## src/rtl/synth_cfg.svh

```systemverilog
`ifndef SYNTH_CFG_SVH
`define SYNTH_CFG_SVH

// ----------------------------------------------------------------
// bus map
// ----------------------------------------------------------------
`define ADDR_LOAD        8'h00
`define ADDR_STATUS      8'h04
`define ADDR_ACTIVE_BASE 8'h40
`define ADDR_ACTIVE_LAST 8'h70
`define ADDR_LSB         2
`define RESP_OKAY        2'h0
`define RESP_SLVERR      2'h2
`define WORD_ZERO        32'h0000_0000

// ----------------------------------------------------------------
// select code and register numbers
// ----------------------------------------------------------------
`define SEL_MSB          3
`define SEL_LSB          0
`define REG_APPLY        4'h0
`define REG_LAST         4'hc
`define REG_REF          4
`define REG_OUT          6
`define REG_LOCK         7
`define REG_CAL          9
`define REG_CONV         10
`define REG_RESYNC       12

// ----------------------------------------------------------------
// buffered bit masks (bits 31:4 of 1..3, reference path of 4, divider select of 6)
// ----------------------------------------------------------------
`define MASK_FULL        32'hffff_fff0
`define MASK_REF         32'h07ff_bc00
`define MASK_OUT_DIV     32'h00e0_0000
`define BUFFER_ENABLE_BIT 14

// ----------------------------------------------------------------
// field positions
// ----------------------------------------------------------------
`define LD_MODE_BIT      4
`define LD_PREC_MSB      6
`define LD_PREC_LSB      5
`define REGULATOR_BIT    7
`define SECOND_TIM_MSB   8
`define SECOND_TIM_LSB   4
`define FIRST_TIM_MSB    13
`define FIRST_TIM_LSB    9
`define TIMEOUT_MSB      23
`define TIMEOUT_LSB      14
`define BAND_DIV_MSB     31
`define BAND_DIV_LSB     24
`define CONV_EN_MSB      5
`define CONV_EN_LSB      4
`define CONV_DIV_MSB     13
`define CONV_DIV_LSB     6
`define RESYNC_MSB       31
`define RESYNC_LSB       12

`endif

```

## src/rtl/synth_cfg_pkg.sv

```systemverilog
package synth_cfg_pkg;
   typedef logic [12:0][31:0] word_bank_t;

   // decoded fields of the active settings
   typedef struct packed {
      logic        lock_detect_mode;
      logic [1:0]  lock_detect_precision;
      logic        regulator_mode;
      logic [9:0]  lock_timeout_field;
      logic [4:0]  first_timing_field;
      logic [4:0]  second_timing_field;
      logic [7:0]  band_select_clock_div;
      logic [7:0]  converter_clock_div;
      logic [1:0]  converter_enable_bits;
      logic [19:0] resync_clock;
   } cfg_fields_s;
endpackage : synth_cfg_pkg

```

## src/rtl/synth_config_register_map.sv

```systemverilog
`include "synth_cfg.svh"

module synth_config_register_map (
   input  wire logic                      clk,
   input  wire logic                      srst,
   input  wire logic [7:0]                s_axi_awaddr,
   input  wire logic                      s_axi_awvalid,
   output logic                           s_axi_awready,
   input  wire logic [31:0]               s_axi_wdata,
   input  wire logic [3:0]                s_axi_wstrb,
   input  wire logic                      s_axi_wvalid,
   output logic                           s_axi_wready,
   output logic [1:0]                     s_axi_bresp,
   output logic                           s_axi_bvalid,
   input  wire logic                      s_axi_bready,
   input  wire logic [7:0]                s_axi_araddr,
   input  wire logic                      s_axi_arvalid,
   output logic                           s_axi_arready,
   output logic [31:0]                    s_axi_rdata,
   output logic [1:0]                     s_axi_rresp,
   output logic                           s_axi_rvalid,
   input  wire logic                      s_axi_rready,
   output synth_cfg_pkg::word_bank_t      active_words,
   output synth_cfg_pkg::cfg_fields_s     cfg_fields
);
   import synth_cfg_pkg::*;

   // ----------------------------------------------------------------
   // storage and bus state
   // ----------------------------------------------------------------
   word_bank_t  shadow;
   word_bank_t  active;
   logic        aw_full;
   logic        w_full;
   logic [7:0]  waddr_q;
   logic [31:0] wdata_q;
   logic [3:0]  wstrb_q;
   logic [3:0]  sel;
   logic        wr_go;
   logic        commit;
   logic        word_ok;
   logic        apply;
   logic        bad_code;
   logic [7:0]  load_count;
   logic [3:0]  last_sel;
   logic        buf_en;

   // ----------------------------------------------------------------
   // write decode
   // ----------------------------------------------------------------
   assign wr_go    = aw_full && w_full && !s_axi_bvalid;
   assign sel      = wdata_q[`SEL_MSB:`SEL_LSB];
   assign word_ok  = (waddr_q == `ADDR_LOAD) && (wstrb_q == 4'hf);
   assign bad_code = sel > `REG_LAST;
   assign commit   = wr_go && word_ok && !bad_code;
   assign apply    = commit && (sel == `REG_APPLY);
   assign buf_en   = active[`REG_REF][`BUFFER_ENABLE_BIT];

   // buffered bits of a register, register six following the enable bit
   function automatic logic [31:0] db_mask(input int unsigned n, input logic buf_en);
      logic [31:0] m;
      m = `WORD_ZERO;
      if (n >= 1 && n <= 3) begin
         m = `MASK_FULL;
      end else if (n == `REG_REF) begin
         m = `MASK_REF;
      end else if (n == `REG_OUT && buf_en) begin
         m = `MASK_OUT_DIV;
      end
      return m;
   endfunction : db_mask

   // ----------------------------------------------------------------
   // shadow and active words
   // ----------------------------------------------------------------
   // own write fills the shadow and the direct bits; a zero write moves buffered bits
   always_ff @(posedge clk) begin
      if (srst) begin
         shadow <= '0;
         active <= '0;
      end else if (commit) begin
         for (int unsigned n = 0; n <= `REG_LAST; n++) begin
            if (n == 32'(sel)) begin
               shadow[n] <= wdata_q;
               active[n] <= (active[n] & db_mask(n, buf_en))
                          | (wdata_q & ~db_mask(n, buf_en));
            end else if (apply) begin
               active[n] <= (active[n] & ~db_mask(n, buf_en))
                          | (shadow[n] & db_mask(n, buf_en));
            end
         end
      end
   end

   // load counter and last code for status
   always_ff @(posedge clk) begin
      if (srst) begin
         load_count <= 8'h00;
         last_sel   <= 4'h0;
      end else if (commit) begin
         load_count <= load_count + 8'h01;
         last_sel   <= sel;
      end
   end

   // ----------------------------------------------------------------
   // axi write channels
   // ----------------------------------------------------------------
   // address side: hold one address until the response is taken
   always_ff @(posedge clk) begin
      if (srst) begin
         aw_full       <= 1'b0;
         s_axi_awready <= 1'b0;
         waddr_q       <= 8'h00;
      end else if (s_axi_awvalid && s_axi_awready) begin
         aw_full       <= 1'b1;
         s_axi_awready <= 1'b0;
         waddr_q       <= s_axi_awaddr;
      end else if (s_axi_bvalid && s_axi_bready) begin
         aw_full       <= 1'b0;
         s_axi_awready <= 1'b1;
      end else if (!aw_full && !s_axi_bvalid) begin
         s_axi_awready <= 1'b1;
      end
   end

   // data side: same scheme as the address side
   always_ff @(posedge clk) begin
      if (srst) begin
         w_full       <= 1'b0;
         s_axi_wready <= 1'b0;
         wdata_q      <= `WORD_ZERO;
         wstrb_q      <= 4'h0;
      end else if (s_axi_wvalid && s_axi_wready) begin
         w_full       <= 1'b1;
         s_axi_wready <= 1'b0;
         wdata_q      <= s_axi_wdata;
         wstrb_q      <= s_axi_wstrb;
      end else if (s_axi_bvalid && s_axi_bready) begin
         w_full       <= 1'b0;
         s_axi_wready <= 1'b1;
      end else if (!w_full && !s_axi_bvalid) begin
         s_axi_wready <= 1'b1;
      end
   end

   // response one cycle after both halves are held
   always_ff @(posedge clk) begin
      if (srst) begin
         s_axi_bvalid <= 1'b0;
         s_axi_bresp  <= `RESP_OKAY;
      end else if (wr_go) begin
         s_axi_bvalid <= 1'b1;
         s_axi_bresp  <= (word_ok && !bad_code) ? `RESP_OKAY : `RESP_SLVERR;
      end else if (s_axi_bready) begin
         s_axi_bvalid <= 1'b0;
      end
   end

   // ----------------------------------------------------------------
   // axi read channel
   // ----------------------------------------------------------------
   // status word and active word readback, anything else is an error
   always_ff @(posedge clk) begin
      if (srst) begin
         s_axi_arready <= 1'b0;
         s_axi_rvalid  <= 1'b0;
         s_axi_rdata   <= `WORD_ZERO;
         s_axi_rresp   <= `RESP_OKAY;
      end else if (s_axi_arvalid && s_axi_arready) begin
         s_axi_arready <= 1'b0;
         s_axi_rvalid  <= 1'b1;
         s_axi_rresp   <= `RESP_OKAY;
         s_axi_rdata   <= `WORD_ZERO;
         if (s_axi_araddr == `ADDR_STATUS) begin
            s_axi_rdata <= {20'h0_0000, last_sel, load_count};
         end else if (s_axi_araddr >= `ADDR_ACTIVE_BASE &&
                      s_axi_araddr <= `ADDR_ACTIVE_LAST &&
                      s_axi_araddr[1:0] == 2'h0) begin
            s_axi_rdata <= active[4'(
               (s_axi_araddr - `ADDR_ACTIVE_BASE) >> `ADDR_LSB)];
         end else begin
            s_axi_rresp <= `RESP_SLVERR;
         end
      end else if (s_axi_rvalid && s_axi_rready) begin
         s_axi_rvalid  <= 1'b0;
         s_axi_arready <= 1'b1;
      end else if (!s_axi_rvalid) begin
         s_axi_arready <= 1'b1;
      end
   end

   // ----------------------------------------------------------------
   // outputs
   // ----------------------------------------------------------------
   assign active_words = active;

   // fields sliced from the active words
   assign cfg_fields.lock_detect_mode      = active[`REG_LOCK][`LD_MODE_BIT];
   assign cfg_fields.lock_detect_precision = active[`REG_LOCK][`LD_PREC_MSB:`LD_PREC_LSB];
   assign cfg_fields.regulator_mode        = active[`REG_LOCK][`REGULATOR_BIT];
   assign cfg_fields.lock_timeout_field    = active[`REG_CAL][`TIMEOUT_MSB:`TIMEOUT_LSB];
   assign cfg_fields.first_timing_field    = active[`REG_CAL][`FIRST_TIM_MSB:`FIRST_TIM_LSB];
   assign cfg_fields.second_timing_field   = active[`REG_CAL][`SECOND_TIM_MSB:`SECOND_TIM_LSB];
   assign cfg_fields.band_select_clock_div = active[`REG_CAL][`BAND_DIV_MSB:`BAND_DIV_LSB];
   assign cfg_fields.converter_clock_div   = active[`REG_CONV][`CONV_DIV_MSB:`CONV_DIV_LSB];
   assign cfg_fields.converter_enable_bits = active[`REG_CONV][`CONV_EN_MSB:`CONV_EN_LSB];
   assign cfg_fields.resync_clock          = active[`REG_RESYNC][`RESYNC_MSB:`RESYNC_LSB];

   // ----------------------------------------------------------------
   // checks
   // ----------------------------------------------------------------
   buffered_hold_a: assert property (@(posedge clk) disable iff (srst)
      commit && sel == 4'h1 |=> active[1][31:4] == $past(active[1][31:4])
         && shadow[1] == $past(wdata_q))
      else $error("buffered word changed on its own write");

   buffered_apply_a: assert property (@(posedge clk) disable iff (srst)
      apply |=> active[2][31:4] == $past(shadow[2][31:4]))
      else $error("buffered word not applied by zero write");

   cond_buffer_a: assert property (@(posedge clk) disable iff (srst)
      commit && sel == 4'h6 && active[4][14] |=> active[6][23:21] == $past(active[6][23:21]))
      else $error("divider select not held while buffering enabled");

   cond_direct_a: assert property (@(posedge clk) disable iff (srst)
      commit && sel == 4'h6 && !active[4][14] |=> active[6] == $past(wdata_q))
      else $error("divider select not direct while buffering disabled");

   route_code_a: assert property (@(posedge clk) disable iff (srst)
      commit && sel == 4'h8 |=> active[8] == $past(wdata_q) ##1 active[8] == $past(wdata_q, 2))
      else $error("word not routed by its select code");

   cal_fields_a: assert property (@(posedge clk) disable iff (srst)
      commit && sel == 4'h9 |=> cfg_fields.lock_timeout_field == $past(wdata_q[23:14])
         && cfg_fields.band_select_clock_div == $past(wdata_q[31:24]))
      else $error("calibration fields wrong");

   conv_fields_a: assert property (@(posedge clk) disable iff (srst)
      commit && sel == 4'ha |=> cfg_fields.converter_clock_div == $past(wdata_q[13:6]))
      else $error("converter divider wrong");

   resync_field_a: assert property (@(posedge clk) disable iff (srst)
      commit && sel == 4'hc |=> cfg_fields.resync_clock == $past(wdata_q[31:12]))
      else $error("resync clock field wrong");

   lock_fields_a: assert property (@(posedge clk) disable iff (srst)
      commit && sel == 4'h7 |=> cfg_fields.regulator_mode == $past(wdata_q[7]))
      else $error("lock detect setup wrong");

   lock_mode_a: assert property (@(posedge clk) disable iff (srst)
      commit && sel == 4'h7 |=> cfg_fields.lock_detect_mode == $past(wdata_q[4])
         && cfg_fields.lock_detect_precision == $past(wdata_q[6:5]))
      else $error("lock detect mode or precision wrong");

   cal_timing_a: assert property (@(posedge clk) disable iff (srst)
      commit && sel == 4'h9 |=> cfg_fields.first_timing_field == $past(wdata_q[13:9])
         && cfg_fields.second_timing_field == $past(wdata_q[8:4]))
      else $error("calibration timing fields wrong");

   conv_enable_a: assert property (@(posedge clk) disable iff (srst)
      commit && sel == 4'ha |=> cfg_fields.converter_enable_bits == $past(wdata_q[5:4]))
      else $error("converter enable bits wrong");

   route_eleven_a: assert property (@(posedge clk) disable iff (srst)
      commit && sel == 4'hb |=> active[11] == $past(wdata_q))
      else $error("fixed word eleven not routed");

   shadow_fill_a: assert property (@(posedge clk) disable iff (srst)
      commit |=> shadow[$past(sel)] == $past(wdata_q))
      else $error("shadow word not filled by its own write");

   zero_write_a: assert property (@(posedge clk) disable iff (srst)
      apply |=> active[0] == $past(wdata_q))
      else $error("register zero word not stored");

   direct_keep_a: assert property (@(posedge clk) disable iff (srst)
      apply |=> active[7] == $past(active[7]) && active[9] == $past(active[9]))
      else $error("zero write changed an unbuffered register");

   ref_hold_a: assert property (@(posedge clk) disable iff (srst)
      commit && sel == 4'h4 |=> (active[4] & `MASK_REF) == ($past(active[4]) & `MASK_REF))
      else $error("reference path bits changed on their own write");

   ref_apply_a: assert property (@(posedge clk) disable iff (srst)
      apply |=> (active[4] & `MASK_REF) == ($past(shadow[4]) & `MASK_REF))
      else $error("reference path bits not applied by zero write");

   out_div_apply_a: assert property (@(posedge clk) disable iff (srst)
      apply && active[4][14] |=> active[6][23:21] == $past(shadow[6][23:21]))
      else $error("divider select not applied by zero write");

   refused_word_a: assert property (@(posedge clk) disable iff (srst)
      wr_go && !(word_ok && !bad_code) |=> s_axi_bresp == `RESP_SLVERR
         && active == $past(active) && shadow == $past(shadow))
      else $error("refused word changed the settings");

   status_count_a: assert property (@(posedge clk) disable iff (srst)
      commit |=> load_count == $past(load_count) + 8'h01 && last_sel == $past(sel))
      else $error("load count or last select wrong");

   // ----------------------------------------------------------------
   // bus handshake checks
   // ----------------------------------------------------------------
   aw_take_a: assert property (@(posedge clk) disable iff (srst)
      s_axi_awvalid && s_axi_awready |=> !s_axi_awready && aw_full)
      else $error("write address not held after take");

   w_take_a: assert property (@(posedge clk) disable iff (srst)
      s_axi_wvalid && s_axi_wready |=> !s_axi_wready && w_full && wdata_q == $past(s_axi_wdata))
      else $error("write data not held after take");

   resp_after_a: assert property (@(posedge clk) disable iff (srst)
      wr_go |=> s_axi_bvalid)
      else $error("write response missing");

   resp_release_a: assert property (@(posedge clk) disable iff (srst)
      s_axi_bvalid && s_axi_bready |=> !s_axi_bvalid && !aw_full && !w_full)
      else $error("write response not released");

   ready_return_a: assert property (@(posedge clk) disable iff (srst)
      s_axi_bvalid && s_axi_bready |=> s_axi_awready && s_axi_wready)
      else $error("write readies not restored");

   read_answer_a: assert property (@(posedge clk) disable iff (srst)
      s_axi_arvalid && s_axi_arready |=> s_axi_rvalid && !s_axi_arready)
      else $error("read answer missing");

   read_release_a: assert property (@(posedge clk) disable iff (srst)
      s_axi_rvalid && s_axi_rready |=> !s_axi_rvalid && s_axi_arready)
      else $error("read answer not released");

   status_read_a: assert property (@(posedge clk) disable iff (srst)
      s_axi_arvalid && s_axi_arready && s_axi_araddr == `ADDR_STATUS |=>
         s_axi_rdata == {20'h0_0000, $past(last_sel), $past(load_count)}
         && s_axi_rresp == `RESP_OKAY)
      else $error("status word wrong");

endmodule : synth_config_register_map

```

## config.mk

```make
export PLATFORM = sky130hd
export DESIGN_NAME = synth_config_register_map
export DESIGN_NICKNAME = d
export VERILOG_FILES = /design/src/rtl/synth_cfg_pkg.sv /design/src/rtl/synth_config_register_map.sv
export VERILOG_INCLUDE_DIRS = /design/src /design/src/rtl
export SDC_FILE = /design/constraint.sdc
export NUM_CORES = 1
export LEC_CHECK = 0
export BUFFER_PORTS_ARGS = -buffer_cell sky130_fd_sc_hd__buf_4
export CAP_MARGIN = 20
export CORE_ASPECT_RATIO = 1.1
export CORE_MARGIN = 10
export CORE_UTILIZATION = 30
export DETAILED_ROUTE_END_ITERATION = 16
export PLACE_DENSITY = 0.52
export SYNTH_ARGS = -nofsm -noshare
export SYNTH_HDL_FRONTEND = slang
export SYNTH_SLANG_ARGS = --single-unit
```

## constraint.sdc

```tcl
create_clock -name clk -period 3 [get_ports clk]
set_input_delay 0.6 -clock clk [delete_from_list [all_inputs] [get_ports clk]]
set_output_delay 0.6 -clock clk [all_outputs]
set_load 0.005 [all_outputs]
```

==> impl_metrics.toml <==
[cts]
numCtsBuffers = 71
cts_max_level = 3
clock-sinks = 616
cts_setup_buffers = 0
clock_latency_ns = 0.63
cts_tree = "yes"
cts_max_path_buffers = 3
path_clk_slew_ns = 0.06
ctsResizeCount = 0
clockRootBuffer = "clkbuf_16"
cts_hold_buf = 0

[setup_path]
crit_fanout = 118
cp-start-kind = "flop"
reg2reg_slack_ns = 0.46
crit_path_max_incr_delay_ns = 0.53
crit_buf_inv = 2
worstPathArrival_ns = 3.00
required_ns = 3.46
r2r_cells = 6
crit_chain = "nor4bb_1, nand4_1, buf_12, buf_4, o21ai_0, a21oi_1"
worst_path_max_delay_cell = "nand4_1"
critPathKind = "reg -> reg"
crit_family = "simple AND/OR/NAND/NOR gates"
crit_path_end_kind = "flop"
cp.depth = 6

[detailed_routing]
route.antenna.remaining_nets = 0
dr.pass1.iters = 6
vias = 23990
vias_per_cell = 5.524
drcViolationCount = 0
drt_iter0_drc = 2332
wl_um = 131200
routedWlPerCell_um = 30.21

[placement]
place.gp.congestion = 0.9108
detailed_place_hpwl_um = 94530
io_buffers = 575
dp_slack_ns = 0.3221

[sta]
fmax_mhz = 394.3
fin_setup_tns_ns = 0
rsz0062_at_grt = "false"
hold_viol_final = 0
fin_worst_skew_ns = 0.02648
setup_viol = 0
relSlewSlack_pct = 33.60
fin_crit_sh_pct = 84.53
worst_slew_pin_slew_ns = 0.9960
whs_ns = 0.1796
setup_ws_ns = 0.4641
slew_violations = 0
fin_crit_ns = 2.536

[logic_synthesis]
ys_seq_elements = 616
ys_seq_area_share_pct = 46.88
ys_warn_count = 0
synth_edf_count = 0
avgSynthCellArea_um2 = 9.639
yosys_most_used_dff = "dfxtp_1"
synth.distinct_cells = 62
syn_area_um2 = 26310
async_flop_share_pct = 0
syn_inst = 2729

[power_and_ir_drop]
p_leak_nw = 14.62
peakVddDrop_mv = 0.3271
p_per_area_nw_per_um2 = 543.2

[layout]
area_growth_pct = 29.80
nNetsFinal = 3196
drive_gt1_share_pct = 30.84

[grt]
grt_max_degree = 119
grt.busiest_layer = "met2"
grt_util_met2_pct = 43.80
first_global_vias = 23450
grt_overflow = 0
grt_pass1_wl_um = 184300
antenna_found_initial = 2
grt_usage_pct = 25.10
met3_usage_pct = 5.667
grt_util_met1_pct = 29.83

[die]
io_pins = 578
die_h_um = 330.6
std_cell_rows = 113
fp.dieW_um = 302.3
coreArea_um2 = 86670
die_area_um2 = 99940
start_util_pct = 30.35

[min_path]
min_path_cells = 2
hold_class = "in -> reg"

[run]
maxCapViolations = 0

[outcome]
status = "completed"
[layer usage]
| metal | part of all wire [%] | routed length (µm) |
|---|---|---|
| met2 | 50 | 65410 |
| met4 | 3.6 | 4752 |
| met5 | 0 | 0 |
| met1 | 39 | 50840 |
| met3 | 7.7 | 10160 |
[Yosys cell counts, types with 3 or more instances]
cell type / number / area (µm²)
o21a_1: 14 / 105.1
o21ai_0: 186 / 930.9
nand3_1: 76 / 380.4
o32ai_1: 6 / 52.55
a41oi_1: 6 / 52.55
a31o_2: 75 / 656.9
nand2b_1: 12 / 75.07
o22ai_1: 3 / 18.77
and3_1: 31 / 193.9
a31oi_1: 6 / 37.54
nor2b_1: 22 / 137.6
nor4bb_1: 4 / 40.04
buf_2: 29 / 145.1
a31o_1: 10 / 87.58
dfxtp_1: 616 / 12330
nor3_1: 26 / 130.1
a211o_1: 25 / 219.0
a22o_1: 36 / 315.3
or3_1: 7 / 43.79
nor3b_1: 3 / 22.52
a211oi_1: 4 / 30.03
o41ai_1: 4 / 35.03
nand3b_1: 3 / 22.52
nand2_1: 297 / 1115
o211ai_1: 4 / 30.03
and2_1: 5 / 31.28
and4b_1: 6 / 60.06
mux2i_1: 285 / 2853
a22oi_1: 31 / 232.7
or4_1: 7 / 52.55
a311oi_1: 4 / 35.03
a21oi_1: 186 / 930.9
inv_1: 24 / 90.09
clkbuf_1: 249 / 934.7
nor4_1: 87 / 544.3
mux4_2: 71 / 1599
buf_1: 23 / 86.33
o31ai_1: 13 / 97.59
buf_4: 66 / 495.5
nand4_1: 94 / 588.1
a41o_1: 6 / 60.06
nor2_1: 43 / 161.4
[registers in the layout, indices dropped and copies added, names as in the netlist, 4 cells and up, named ones only]
| signal | flops |
|---|---|
| wstrb_q | 4 |
| s_axi_rdata | 32 |
| active_words | 413 |
| wdata_q | 32 |
| shadow | 103 |
| waddr_q | 8 |
| load_count | 8 |
| last_sel | 4 |
[worst register-to-register path, cell delays in order (launching register included)]
cell and delay (ns):
dfxtp_1 0.34, nor4bb_1 0.42, nand4_1 0.53, buf_12 0.46
buf_4 0.34, o21ai_0 0.21, a21oi_1 0.08
[cells in the final DEF, fill, tap and decap left out, types with 8 or more instances in the layout]
cell type	instances
a211o_1	25
a21oi_1	185
a22o_1	36
a22oi_1	31
a31o_1	10
a31o_2	75
and3_1	29
buf_12	21
buf_4	676
clkbuf_1	17
clkbuf_16	72
clkbuf_8	21
clkinv_2	8
dfxtp_1	616
inv_1	23
mux2i_1	285
mux4_2	71
nand2_1	295
nand2b_1	10
nand3_1	71
nand4_1	94
nor2_1	41
nor2b_1	21
nor3_1	25
nor4_1	86
o21a_1	14
o21ai_0	186
o31ai_1	13
[layout make-up]
| type | instances | area (µm²) |
|---|---|---|
| diodes | 1 | 2.502 |
| clock buffers | 108 | 2127 |
| clock inverters | 21 | 291.5 |
| fillers | 8715 | 52530 |
| inverters | 24 | 97.59 |
| multi-input cells | 1723 | 12330 |
| flip-flops and latches | 616 | 12330 |
| well taps | 1150 | 1439 |
| repair buffers | 699 | 5523 |
[final timing paths]
path | startpoint | end
max | wstrb_q[1] | active_words[108]
min | s_axi_wdata[29] | wdata_q[29]
max reg2reg | wstrb_q[1] | active_words[108]
min reg2reg | shadow[139] | active_words[139]
[stage by stage]
step	area, µm²	total power [mW]	utilization [%]	instances
global placement	31720	9.604	36.60	4212
floorplan	26310	9.027	-	2730
finish	34140	18.55	39.40	4342
CTS	34140	18.68	39.39	4341
detailed placement	31720	9.603	36.60	4212
global route	34140	19.04	39.40	4342
[kinds of logic (layout without fill, tap and decap cells)]
logic type	Yosys count	count (layout)	share of synthesized area, %
AOI/OAI and AO/OA	627	627	15.21
xor gates and xnor gates	1	1	0.03330
adders and majority gates	2	2	0.09511
buffers and inverters	391	852	6.659
DFF	616	616	46.88
muxes	358	358	17.01
other	1	3	0.01426
and+or+nand+nor	733	733	14.10
[power breakdown]
| group | switching, mW | internal [mW] |
|---|---|---|
| logic | 0.820 | 0.322 |
| clock network | 3.75 | 5.36 |
| registers | 0.0667 | 8.23 |
(Power assumes the default switching activity.)
